===== src/logic/irq_ctrl_pkg.sv =====
// Shared constants, carriers and state type of the interrupt enable and priority block
package irq_ctrl_pkg;
	// Source count and index width
	localparam int SRC_N = 14;
	localparam int SRC_W = 4;
	localparam int FIRST_SRC_N = 6;           // Sources 0..5 live in the first registers
	localparam int SECOND_SRC_N = 8;          // Sources 6..13 live in the second registers
	localparam int DEV_SRC_N = 9;             // Device-specific sources 5..13
	localparam int SERIAL_SRC = 4;            // Serial port source index

	// Bus geometry
	localparam int ADR_W = 9;
	localparam int DAT_W = 32;
	localparam int SEL_W = 4;
	localparam int REG_W = 8;

	// Register byte addresses
	localparam logic [ADR_W-1:0] IE_FIRST_OFF  = 9'h0a8;
	localparam logic [ADR_W-1:0] IP_FIRST_OFF  = 9'h0b8;
	localparam logic [ADR_W-1:0] IE_SECOND_OFF = 9'h0e8;
	localparam logic [ADR_W-1:0] IP_SECOND_OFF = 9'h0f8;
	localparam logic [ADR_W-1:0] STATUS_OFF    = 9'h100;
	localparam logic [ADR_W-1:0] MASK_OFF      = 9'h104;

	// Field positions
	localparam int GLOBAL_EN_BIT = 7;         // Master switch in first enable register
	localparam int IE_ZERO_BIT   = 6;         // Read-only zero in first enable register
	localparam int IP_ZERO_HI    = 7;         // Read-only zero field of first priority register
	localparam int IP_ZERO_LO    = 6;

	// Reset values
	localparam logic [REG_W-1:0] REG_RESET  = 8'h00;
	localparam logic [SRC_N-1:0] FLAG_RESET = 14'h0000;

	// Request to the processor core
	typedef struct packed {
		logic             valid;              // A vector is offered
		logic             high;               // Offered vector is high priority
		logic [SRC_W-1:0] source;             // Offered source number
	} int_req_t;

	// Answer from the processor core
	typedef struct packed {
		logic taken;                          // Core enters the offered handler
		logic done;                           // Core returns from the current handler
	} core_ack_t;

	// Service nesting
	typedef enum logic [1:0] {
		svc_none,
		svc_low,
		svc_high,
		svc_both
	} svc_t;
endpackage : irq_ctrl_pkg


===== src/logic/interrupt_enable_priority_ctrl.sv =====
// Interrupt enable and priority controller with Wishbone register access
// Behaviour
// - Fourteen sources gated by two enable registers
// - Enable bit one permits, zero blocks
// - First enable bit 7 is master switch
// - Bit 5 gates LIN identifier, bit 4 serial
// - Bit 3 timer one, bit 1 timer zero
// - Bit 2 pin two, bit 0 pin one
// - Second enable bits 0-2 gate sources 6-8
// - Second enable bits 3-7 gate sources 9-13
// - Priority bit one high, zero low
// - Handler preempted only by strictly higher priority
// - First priority mirrors enable; bits 7-6 zero
// - Second priority bits map sources 6-13
// - Enable bit 6 reads zero; all reset zero
// - Serial request is transmit-done or receive-done
//
// The Wishbone interface to the registers was chosen for this implementation.
`timescale 1ns/1ps
module interrupt_enable_priority_ctrl (
	input  wire logic                                   clk_i,
	input  wire logic                                   rst_i,
	input  wire logic                                   ce_i,
	input  wire logic                                   wb_cyc_i,
	input  wire logic                                   wb_stb_i,
	input  wire logic                                   wb_we_i,
	input  wire logic [irq_ctrl_pkg::ADR_W-1:0]         wb_adr_i,
	input  wire logic [irq_ctrl_pkg::SEL_W-1:0]         wb_sel_i,
	input  wire logic [irq_ctrl_pkg::DAT_W-1:0]         wb_dat_i,
	output logic      [irq_ctrl_pkg::DAT_W-1:0]         wb_dat_o,
	output logic                                        wb_ack_o,
	input  wire logic                                   irq_pin_first_i,
	input  wire logic                                   irq_pin_second_i,
	input  wire logic                                   timer_zero_ovf_i,
	input  wire logic                                   timer_one_ovf_i,
	input  wire logic                                   tx_done_flag_i,
	input  wire logic                                   rx_done_flag_i,
	input  wire logic [irq_ctrl_pkg::DEV_SRC_N-1:0]     dev_req_i,
	input  wire irq_ctrl_pkg::core_ack_t                core_ack_i,
	output irq_ctrl_pkg::int_req_t                      int_req_o,
	output logic                                        irq_o
);
	import irq_ctrl_pkg::*;

	// Software-visible registers
	logic [REG_W-1:0] int_enable_reg_first;    // Master switch and sources 0..5
	logic [REG_W-1:0] int_enable_reg_second;   // Sources 6..13
	logic [REG_W-1:0] int_priority_reg_first;  // Priorities of sources 0..5
	logic [REG_W-1:0] int_priority_reg_second; // Priorities of sources 6..13
	logic [SRC_N-1:0] event_status;            // Sticky request-arrival flags
	logic [SRC_N-1:0] event_mask;              // Gates status onto irq_o

	// Request side
	logic [SRC_N-1:0] req_vec;                 // Pending requests, by source number
	logic [SRC_N-1:0] req_prev;                // Last sampled requests, for edge finding
	logic [SRC_N-1:0] req_rise;                // New arrivals this cycle
	logic [SRC_N-1:0] enable_vec;              // Per-source enables
	logic [SRC_N-1:0] prio_vec;                // Per-source priority levels
	logic             global_int_enable;       // Master switch
	logic [SRC_N-1:0] eligible;                // Pending, enabled and globally on
	logic [SRC_N-1:0] high_elig;               // Eligible at high priority
	logic [SRC_N-1:0] low_elig;                // Eligible at low priority
	logic             high_found;
	logic             low_found;
	logic [SRC_W-1:0] high_idx;
	logic [SRC_W-1:0] low_idx;

	// Arbitration result
	svc_t             svc_state;               // What the core is servicing now
	logic             next_valid;
	logic             next_high;
	logic [SRC_W-1:0] next_source;

	// Bus decode
	logic             bus_req;                 // Active request: cycle and strobe both high
	logic             bus_wr;                  // Write commits on the ack edge
	logic [DAT_W-1:0] rd_mux;                  // Read data for the addressed word
	logic [SRC_N-1:0] w1c_bits;                // Status bits software clears

	// Serial source is the OR of the two completion flags
	always_comb begin
		req_vec = {dev_req_i,
			tx_done_flag_i | rx_done_flag_i,
			timer_one_ovf_i,
			irq_pin_second_i,
			timer_zero_ovf_i,
			irq_pin_first_i};
	end

	// Flatten registers into source-indexed vectors
	always_comb begin
		global_int_enable = int_enable_reg_first[GLOBAL_EN_BIT];
		enable_vec = {int_enable_reg_second,
			int_enable_reg_first[FIRST_SRC_N-1:0]};
		prio_vec = {int_priority_reg_second,
			int_priority_reg_first[FIRST_SRC_N-1:0]};
	end

	// Only pending, enabled sources compete, and only with the master switch on
	always_comb begin
		eligible = req_vec & enable_vec & {SRC_N{global_int_enable}};
		high_elig = eligible & prio_vec;
		low_elig = eligible & ~prio_vec;
	end

	// Fixed-order choice inside each priority level
	pick_first #(
		.W  (SRC_N),
		.IW (SRC_W)
	) u_pick_high (
		.vec_i   (high_elig),
		.found_o (high_found),
		.idx_o   (high_idx)
	);

	pick_first #(
		.W  (SRC_N),
		.IW (SRC_W)
	) u_pick_low (
		.vec_i   (low_elig),
		.found_o (low_found),
		.idx_o   (low_idx)
	);

	// Offer only what may preempt the handler now running
	always_comb begin
		next_valid = 1'b0;
		next_high = 1'b0;
		next_source = '0;
		case (svc_state)
			svc_none: begin
				// Idle core: high level first, then low
				if (high_found) begin
					next_valid = 1'b1;
					next_high = 1'b1;
					next_source = high_idx;
				end else if (low_found) begin
					next_valid = 1'b1;
					next_source = low_idx;
				end
			end
			svc_low: begin
				// Low handler: only a high request may cut in
				if (high_found) begin
					next_valid = 1'b1;
					next_high = 1'b1;
					next_source = high_idx;
				end
			end
			svc_high, svc_both: begin
				// Nothing outranks high, so nothing is offered
				next_valid = 1'b0;
			end
			default: begin
				next_valid = 1'b0;
			end
		endcase
	end

	// Offer register; cleared on the take cycle so a stale vector is never seen
	always_ff @(posedge clk_i) begin
		if (rst_i) begin
			int_req_o <= '0;
		end else if (ce_i) begin
			if (core_ack_i.taken) begin
				int_req_o <= '0;
			end else begin
				int_req_o.valid <= next_valid;
				int_req_o.high <= next_high;
				int_req_o.source <= next_source;
			end
		end
	end

	// Nesting of handlers; a high take from low stacks both levels
	always_ff @(posedge clk_i) begin
		if (rst_i) begin
			svc_state <= svc_none;
		end else if (ce_i) begin
			case (svc_state)
				svc_none: begin
					if (core_ack_i.taken && int_req_o.valid) begin
						svc_state <= int_req_o.high ? svc_high : svc_low;
					end
				end
				svc_low: begin
					// Preemption wins over a return in the same cycle
					if (core_ack_i.taken && int_req_o.valid && int_req_o.high) begin
						svc_state <= svc_both;
					end else if (core_ack_i.done) begin
						svc_state <= svc_none;
					end
				end
				svc_high: begin
					if (core_ack_i.done) begin
						svc_state <= svc_none;
					end
				end
				svc_both: begin
					// Returning from the inner handler resumes the low one
					if (core_ack_i.done) begin
						svc_state <= svc_low;
					end
				end
				default: begin
					svc_state <= svc_none;
				end
			endcase
		end
	end

	// Wishbone handshake terms
	always_comb begin
		bus_req = wb_cyc_i & wb_stb_i;
		bus_wr = bus_req & wb_we_i & wb_ack_o & wb_sel_i[0];
		w1c_bits = '0;
		if (bus_req && wb_we_i && wb_ack_o && wb_adr_i == STATUS_OFF) begin
			w1c_bits[REG_W-1:0] = wb_sel_i[0] ? wb_dat_i[REG_W-1:0] : '0;
			w1c_bits[SRC_N-1:REG_W] = wb_sel_i[1] ? wb_dat_i[SRC_N-1:REG_W] : '0;
		end
	end

	// Read mux; unmapped words read as zero
	always_comb begin
		rd_mux = '0;
		case (wb_adr_i)
			IE_FIRST_OFF:  rd_mux[REG_W-1:0] = int_enable_reg_first;
			IP_FIRST_OFF:  rd_mux[REG_W-1:0] = int_priority_reg_first;
			IE_SECOND_OFF: rd_mux[REG_W-1:0] = int_enable_reg_second;
			IP_SECOND_OFF: rd_mux[REG_W-1:0] = int_priority_reg_second;
			STATUS_OFF:    rd_mux[SRC_N-1:0] = event_status;
			MASK_OFF:      rd_mux[SRC_N-1:0] = event_mask;
			default:       rd_mux = '0;
		endcase
	end

	// One-wait-state answer; data registered with the ack
	always_ff @(posedge clk_i) begin
		if (rst_i) begin
			wb_ack_o <= 1'b0;
			wb_dat_o <= '0;
		end else if (ce_i) begin
			wb_ack_o <= bus_req & ~wb_ack_o;
			if (bus_req && !wb_ack_o) begin
				wb_dat_o <= rd_mux;
			end
		end
	end

	// Enable registers; bit 6 of the first is hard zero
	always_ff @(posedge clk_i) begin
		if (rst_i) begin
			int_enable_reg_first <= REG_RESET;
			int_enable_reg_second <= REG_RESET;
		end else if (ce_i && bus_wr) begin
			if (wb_adr_i == IE_FIRST_OFF) begin
				int_enable_reg_first <= wb_dat_i[REG_W-1:0];
				int_enable_reg_first[IE_ZERO_BIT] <= 1'b0;
			end
			if (wb_adr_i == IE_SECOND_OFF) begin
				int_enable_reg_second <= wb_dat_i[REG_W-1:0];
			end
		end
	end

	// Priority registers; top two bits of the first are hard zero
	always_ff @(posedge clk_i) begin
		if (rst_i) begin
			int_priority_reg_first <= REG_RESET;
			int_priority_reg_second <= REG_RESET;
		end else if (ce_i && bus_wr) begin
			if (wb_adr_i == IP_FIRST_OFF) begin
				int_priority_reg_first <= wb_dat_i[REG_W-1:0];
				int_priority_reg_first[IP_ZERO_HI:IP_ZERO_LO] <= '0;
			end
			if (wb_adr_i == IP_SECOND_OFF) begin
				int_priority_reg_second <= wb_dat_i[REG_W-1:0];
			end
		end
	end

	// Mask register, both low bytes writable
	always_ff @(posedge clk_i) begin
		if (rst_i) begin
			event_mask <= FLAG_RESET;
		end else if (ce_i && bus_req && wb_we_i && wb_ack_o && wb_adr_i == MASK_OFF) begin
			if (wb_sel_i[0]) begin
				event_mask[REG_W-1:0] <= wb_dat_i[REG_W-1:0];
			end
			if (wb_sel_i[1]) begin
				event_mask[SRC_N-1:REG_W] <= wb_dat_i[SRC_N-1:REG_W];
			end
		end
	end

	// Arrival edges; a level held high counts once
	always_comb begin
		req_rise = req_vec & ~req_prev;
	end

	// Sticky status; a new arrival beats a same-cycle clear
	always_ff @(posedge clk_i) begin
		if (rst_i) begin
			req_prev <= FLAG_RESET;
			event_status <= FLAG_RESET;
		end else if (ce_i) begin
			req_prev <= req_vec;
			event_status <= (event_status & ~w1c_bits) | req_rise;
		end
	end

	// Summary line for software polling without the core vector path
	always_comb begin
		irq_o = |(event_status & event_mask);
	end
endmodule : interrupt_enable_priority_ctrl


===== src/logic/pick_first.sv =====
// Fixed-order picker: lowest set bit wins
`timescale 1ns/1ps
module pick_first #(
	parameter int W  = 14,
	parameter int IW = 4
) (
	input  wire logic [W-1:0]  vec_i,
	output logic               found_o,
	output logic [IW-1:0]      idx_o
);
	// Scan downward so the lowest index is written last
	always_comb begin
		found_o = |vec_i;
		idx_o = '0;
		for (int i = W - 1; i >= 0; i--) begin
			if (vec_i[i]) begin
				idx_o = IW'(i);
			end
		end
	end
endmodule : pick_first


===== config.mk =====
export PLATFORM = sky130hd
export DESIGN_NAME = interrupt_enable_priority_ctrl
export DESIGN_NICKNAME = d
export VERILOG_FILES = /design/src/logic/irq_ctrl_pkg.sv /design/src/logic/interrupt_enable_priority_ctrl.sv /design/src/logic/pick_first.sv
export SDC_FILE = /design/constraint.sdc
export NUM_CORES = 1
export LEC_CHECK = 0
export BUFFER_PORTS_ARGS = -buffer_cell sky130_fd_sc_hd__buf_4
export CAP_MARGIN = 20
export CORE_MARGIN = 2
export CORE_UTILIZATION = 50
export DETAILED_ROUTE_END_ITERATION = 6
export PLACE_DENSITY = 0.73
export SYNTH_ARGS = -nofsm -noshare
export SYNTH_HDL_FRONTEND = slang
export SYNTH_SLANG_ARGS = --single-unit
export TNS_END_PERCENT = 50

===== constraint.sdc =====
create_clock -name clk_i -period 4.46 [get_ports clk_i]
set_input_delay 0.446 -clock clk_i [delete_from_list [all_inputs] [get_ports clk_i]]
set_output_delay 0.446 -clock clk_i [all_outputs]
set_load 0.05 [all_outputs]

# ---- After elaboration in Yosys (flattened, before gate mapping)
# Cells that the tools add are included.
dict set report word_totals {
  word_cells 118
  out_inout_bits 40
  in_bits 68
  regBits 94
}
dict set report classes {
  n_bitwise 18
  n_mux 49
  n_eq_ne 11
  reduce_logical 26
}
# op count
set ops {}
lappend ops {{$mux W4} 31}
lappend ops {{$and A14 B14 Y14} 7}
lappend ops {{$pmux W8 S6} 1}
lappend ops {{$not A14 Y14} 3}
lappend ops {{$reduce_or A14 Y1} 3}
lappend ops {{$eq A9 B8 Y1 const B} 4}
lappend ops {{$eq A9 B9 Y1 const B} 2}
lappend ops {{$mux W14} 1}
lappend ops {{$or A14 B14 Y14} 1}
lappend ops {{$reduce_and A2 Y1} 7}
lappend ops {{$mux W6} 2}
lappend ops {{$pmux W6 S2} 1}
lappend ops {{$logic_and A1 B1 Y1} 11}
lappend ops {{$mux W2} 5}
lappend ops {{$mux W8} 1}
lappend ops {{$pmux W2 S4} 1}
lappend ops {{$pmux W4 S2} 1}
lappend ops {{$and A1 B1 Y1} 5}
lappend ops {{$eq A2 B2 Y1 const B} 2}
lappend ops {{$mux W1} 4}
lappend ops {{$ne A2 B2 Y1 const B} 2}
lappend ops {{$reduce_or A2 Y1} 2}
lappend ops {{$pmux W1 S3} 1}
lappend ops {{$reduce_and A3 Y1} 1}
lappend ops {{5 further kinds} 5}

# ---- Depth between registers and ports, before layout
dict set report logic_depth {
  ltp_word 22
  depth_mapped 9
  mapped_depth_nobuf 6
}

# ---- By module
# From an unflattened synthesis, not the netlist that was laid out.
dict set report hier_totals {
  hier_cells 570
  hier_area_um2 5014.8
}
# mod seq_area_each_um2 area_each_um2 n_inst cells_each
set by_module_without_submodules {}
lappend by_module_without_submodules {interrupt_enable_priority_ctrl 1881.8 4717.0 1 520}
lappend by_module_without_submodules {pick_first 0.0 148.9 2 25}

# ---- Worst setup path before layout
# OpenSTA, ideal clock, no wires.
dict set report synth_path {
  path_kind {input to register}
  from {input wb_adr_i[2] (netlist bit)}
  to {register int_enable_reg_second[0]}
  path_slack_ps 2536
  setup_ps 132
  stages 9
  t_arrival_ps 1792
  required_time_ps 4328
  n_path_buf 3
  cell_sequence {buf_2 > nor3b_1 > and4_1 > buf_2 > nand2_2 > or3_1 > buf_2 > nand2_1 > a21oi_1}
}
dict set report synth_via {
  elab_chain_cells 2
}
# element line_no
set synth_lines {}
lappend synth_lines {{start, declared} interrupt_enable_priority_ctrl.sv:27} ;# input wire logic [irq_ctrl_pkg::ADR_W-1:0] wb_adr_i,
lappend synth_lines {{$eq A9 B8 Y1} interrupt_enable_priority_ctrl.sv:260} ;# if (wb_adr_i == IE_SECOND_OFF) begin
lappend synth_lines {{$reduce_and A2 Y1 (no source line)} -}
lappend synth_lines {{end signal, assigned} interrupt_enable_priority_ctrl.sv:261} ;# int_enable_reg_second <= wb_dat_i[REG_W-1:0];
lappend synth_lines {{end, declared} interrupt_enable_priority_ctrl.sv:47} ;# logic [REG_W-1:0] int_enable_reg_second;
# No other way between the ends.
# A chain may end at the register's enable or synchronous reset.

# ---- Worst setup path after layout
dict set report layout_path {
  from {register int_enable_reg_first[7]}
  to {register int_req_o[0] (netlist bit)}
}
dict set report layout_via {
  elab_chain_cells 20
  elab_cells_between_ends 38
  cone_classes {mux: 33; bitwise: 3; reduce/logical: 2}
}
# element line_no
set layout_lines {}
lappend layout_lines {{start, declared} interrupt_enable_priority_ctrl.sv:46} ;# logic [REG_W-1:0] int_enable_reg_first;
lappend layout_lines {{start signal, assigned} interrupt_enable_priority_ctrl.sv:257} ;# int_enable_reg_first <= wb_dat_i[REG_W-1:0];
lappend layout_lines {{$and A14 B14 Y14 (*)} interrupt_enable_priority_ctrl.sv:101} ;# eligible = req_vec & enable_vec & {SRC_N{global_int_enable}};
lappend layout_lines {{$and A14 B14 Y14} interrupt_enable_priority_ctrl.sv:103} ;# low_elig = eligible & ~prio_vec;
lappend layout_lines {{$mux W4 (14 in a row)} pick_first.sv:16} ;# if (vec_i[i]) begin
lappend layout_lines {{$mux W4} interrupt_enable_priority_ctrl.sv:137} ;# end else if (low_found) begin
lappend layout_lines {{$mux W4} interrupt_enable_priority_ctrl.sv:133} ;# if (high_found) begin
lappend layout_lines {{$pmux W4 S2 (*)} interrupt_enable_priority_ctrl.sv:130} ;# case (svc_state)
lappend layout_lines {{$mux W6 (*)} interrupt_enable_priority_ctrl.sv:165} ;# if (core_ack_i.taken) begin
lappend layout_lines {{end, declared} interrupt_enable_priority_ctrl.sv:40} ;# output irq_ctrl_pkg::int_req_t int_req_o,
# Mark *: on every way between the ends. The rest lies on a longest branch, timed or not.

==> run_results.csv <==
group,metric,value,unit
timing,holdWs,0.329,ns
worst_setup_path,crit_chain,"nand4_1, and4_1, nand4b_1, and3_1, nor3b_1, a221o_1",
flow_run,cap_violations,0,
pwr,pwr_density_cell,308,nW/um^2
worst_setup_path,critPathLaunchType,"register",
floorplanning,start_util,51.4,%
floorplanning,rows,35,
yosys,synth_xor_area_share,0,%
yosys,async_reset_ff_share,0,%
clocking,cts-resized-gates,0,
timing,tns,0,ns
yosys,synth_area,4730,sq um
detailed_routing,wl_per_cell,17.6,microns
timing,setup_violations,0,
detailed_routing,antenna_left,0,
place,dp_hpwl,9250,microns
grt,grt_busiest_layer,"met2",
clocking,h-tree-depth,3,
clocking,numCtsBuffers,9,
worst_setup_path,crit_type,"reg -> reg",
timing,setup_ws,1.97,ns
clocking,cts-root-buf,"clkbuf_8",
timing,fmax,401,MHz
clocking,postCtsSetupRepairBufs,0,
min_path,hp-class,"in -> reg",
yosys,synth.top_cell.area_share,39.8,%
grt,grtUsageMet2,41.1,%
worst_setup_path,r2r-start,"int_enable_reg_first[7]",
pwr,power.static_leakage,2.16,nW
yosys,yosysTopAreaCell,"dfxtp_1",
detailed_routing,drtIter0Drc,295,
yosys,synth_top_family_by_area,"simple AND/OR/NAND/NOR gates",
grt,grt_overflow,0,
detailed_routing,drc,0,
timing,slew_headroom,30.4,%
clocking,ctsHoldBuffers,0,
yosys,synth_most_common_cell,"dfxtp_1",
status,status,"completed",
yosys,synth_simple_gate_area_share,25.9,%
yosys,synth_edf_count,0,
final_layout,final_core_util,58.7,%
yosys,seq_area_frac_synth,39.8,%
yosys,synth_compound_area_share,12.9,%
timing,period_minus_slack,2.49,ns
place,gp_congestion,0.889,
grt,use_met1,34.6,%
grt,grt_max_degree,93,
yosys,ys_seq_elements,94,
yosys,synthMuxAreaShare,14.6,%
grt,grt_use_met3,4.07,%
final_layout,finalNetCount,666,
final_layout,diodes,0,
detailed_routing,viasPerCell,5.93,
floorplanning,die_x,101,microns
timing,hold_viol_final,0,
timing,tightest_slew,1.04,ns
worst_setup_path,slowest_stage,"dfxtp_1",
detailed_routing,firstDrtPassIters,5,
min_path,min_from,"wb_dat_i[12]",
worst_setup_path,path_max_fanout,31,
yosys,synth.avg_cell_area,8.64,sq um
clocking,insertion_delay,0.36,ns
floorplanning,dieArea,10200,sq um
yosys,yosysWarnings,0,
worst_setup_path,crit_start,"int_enable_reg_first[7]",
worst_setup_path,slowest_delay,1.00,ns
grt,track_usage,25.2,%
grt,grt_pass1_vias,3901,
clocking,clkTransAtPathRegs,0.09,ns
floorplanning,pin_count,108,
floorplanning,core_area,9200,sq um
worst_setup_path,worstSetupEndpointType,"register",
pwr,ir_drop,0.000188,V
clocking,cts_tree,"yes",
timing,grt_setup_unrepaired,"no",
worst_setup_path,cp_data_arrival_time,2.80,ns
clocking,clockBufferDepth,2,
clocking,clock_sinks,94,
final_layout,drive_above_1_share,18.4,%
timing,report.final.slew_viol_count,0,
floorplanning,die_h,101,microns
yosys,synth_cells,547,
detailed_routing,routed_wl,12600,microns
yosys,yosys-top-cells-count,"dfxtp_1 (94), nor2_1 (79), mux2i_1 (51)",
place,dpl_worst_slack,1.68,ns
grt,antenna_found_initial,0,
yosys,synthFlopType,"dfxtp_1",
place,portBuffers,69,
pwr,total_power,1.66,mW
yosys,synth_area_leaders,"dfxtp_1 (40%), mux2i_1 (11%), nor2_1 (6.3%)",
timing,period_share,55.9,%
grt,grt_first_pass_wirelength,19900,microns
final_layout,area_growth,14.2,%
yosys,synth_cell_type_count,59,
yosys,synthAdderAreaFrac,0,%
worst_setup_path,rrSetupSlack,1.97,ns
worst_setup_path,crit_required,4.77,ns
timing,finalClockSkew,0.00935,ns
detailed_routing,route.vias.total,4233,
==> cells in the final DEF (no fill, tap or decap), drive strengths merged, types with 4 or more instances in the layout <==
cell and count:
mux2 6, a211oi 7, buf 69, nand3 13, nand3b 13, nor2 83, dfxtp 94, a21oi 36
a22oi 11, nor3 13, clkbuf 12, and4 5, o21ai 19, nand4 18, conb 18, and4b 10
nor2b 5, nand2 49, nand2b 4, nor4 4, inv 17, mux4 5, mux2i 51
==> critical path: cells and delay by family, from the launching register on <==
| family | cells | cell delay, ns |
|---|---|---|
| compound gates | 1 | 0.14 |
| flops | 1 | 1.00 |
| simple gates | 5 | 1.30 |
==> state kept, by name, summed over array words and instances, names as in the netlist <==
register,cells
event_mask,14
event_status,14
req_prev,14
wb_dat_o,14
int_enable_reg_second,8
int_priority_reg_second,8
int_enable_reg_first,7
int_priority_reg_first,6
int_req_o,6
svc_state,2
wb_ack_o,1
==> where the power goes <==
| part | total [mW] | internal [mW] | switching [mW] |
|---|---|---|---|
| Combinational | 0.188 | 0.0637 | 0.125 |
| Sequential | 0.872 | 0.859 | 0.0132 |
| Clock | 0.600 | 0.292 | 0.308 |
| Total | 1.66 | 1.22 | 0.446 |
==> final cells by class <==
cell class | count | area, sq um
clock inverter | 4 | 53.8
inverter | 16 | 60.1
tap | 111 | 139
multi-input combinational | 408 | 2590
clock buffer | 12 | 155
sequential | 94 | 1880
fill | 831 | 3800
timing repair buffer | 69 | 518
==> worst paths after layout <==
kind | end | cells after the start
max | int_req_o[0] | 6
min | event_mask[12] | 3
max reg2reg | int_req_o[0] | 6
min reg2reg | int_req_o[3] | 2
==> per-stage QoR <==
stage | cells | area [sq um]
2_1_floorplan | 564 | 4790
3_3_place_gp | 698 | 5190
3_5_place_dp | 698 | 5190
4_1_cts | 714 | 5400
5_1_grt | 714 | 5400
6_report | 714 | 5400
==> logic make-up (layout without fill, tap and decap cells) <==
family,after synthesis,in the layout
other cells,1,18
flops,94,94
compound gates,97,97
mux,62,62
buf+inv,62,101
simple gates,231,231
==> per-layer routing <==
| layer | vias to the layer above | wire, microns |
|---|---|---|
| li1 | 2034 | - |
| met1 | 2023 | 5740 |
| met2 | 156 | 5900 |
| met3 | 20 | 724 |
| met4 | 0 | 209 |
| met5 | - | 0 |
No activity file was read; power rests on OpenSTA's default activity.
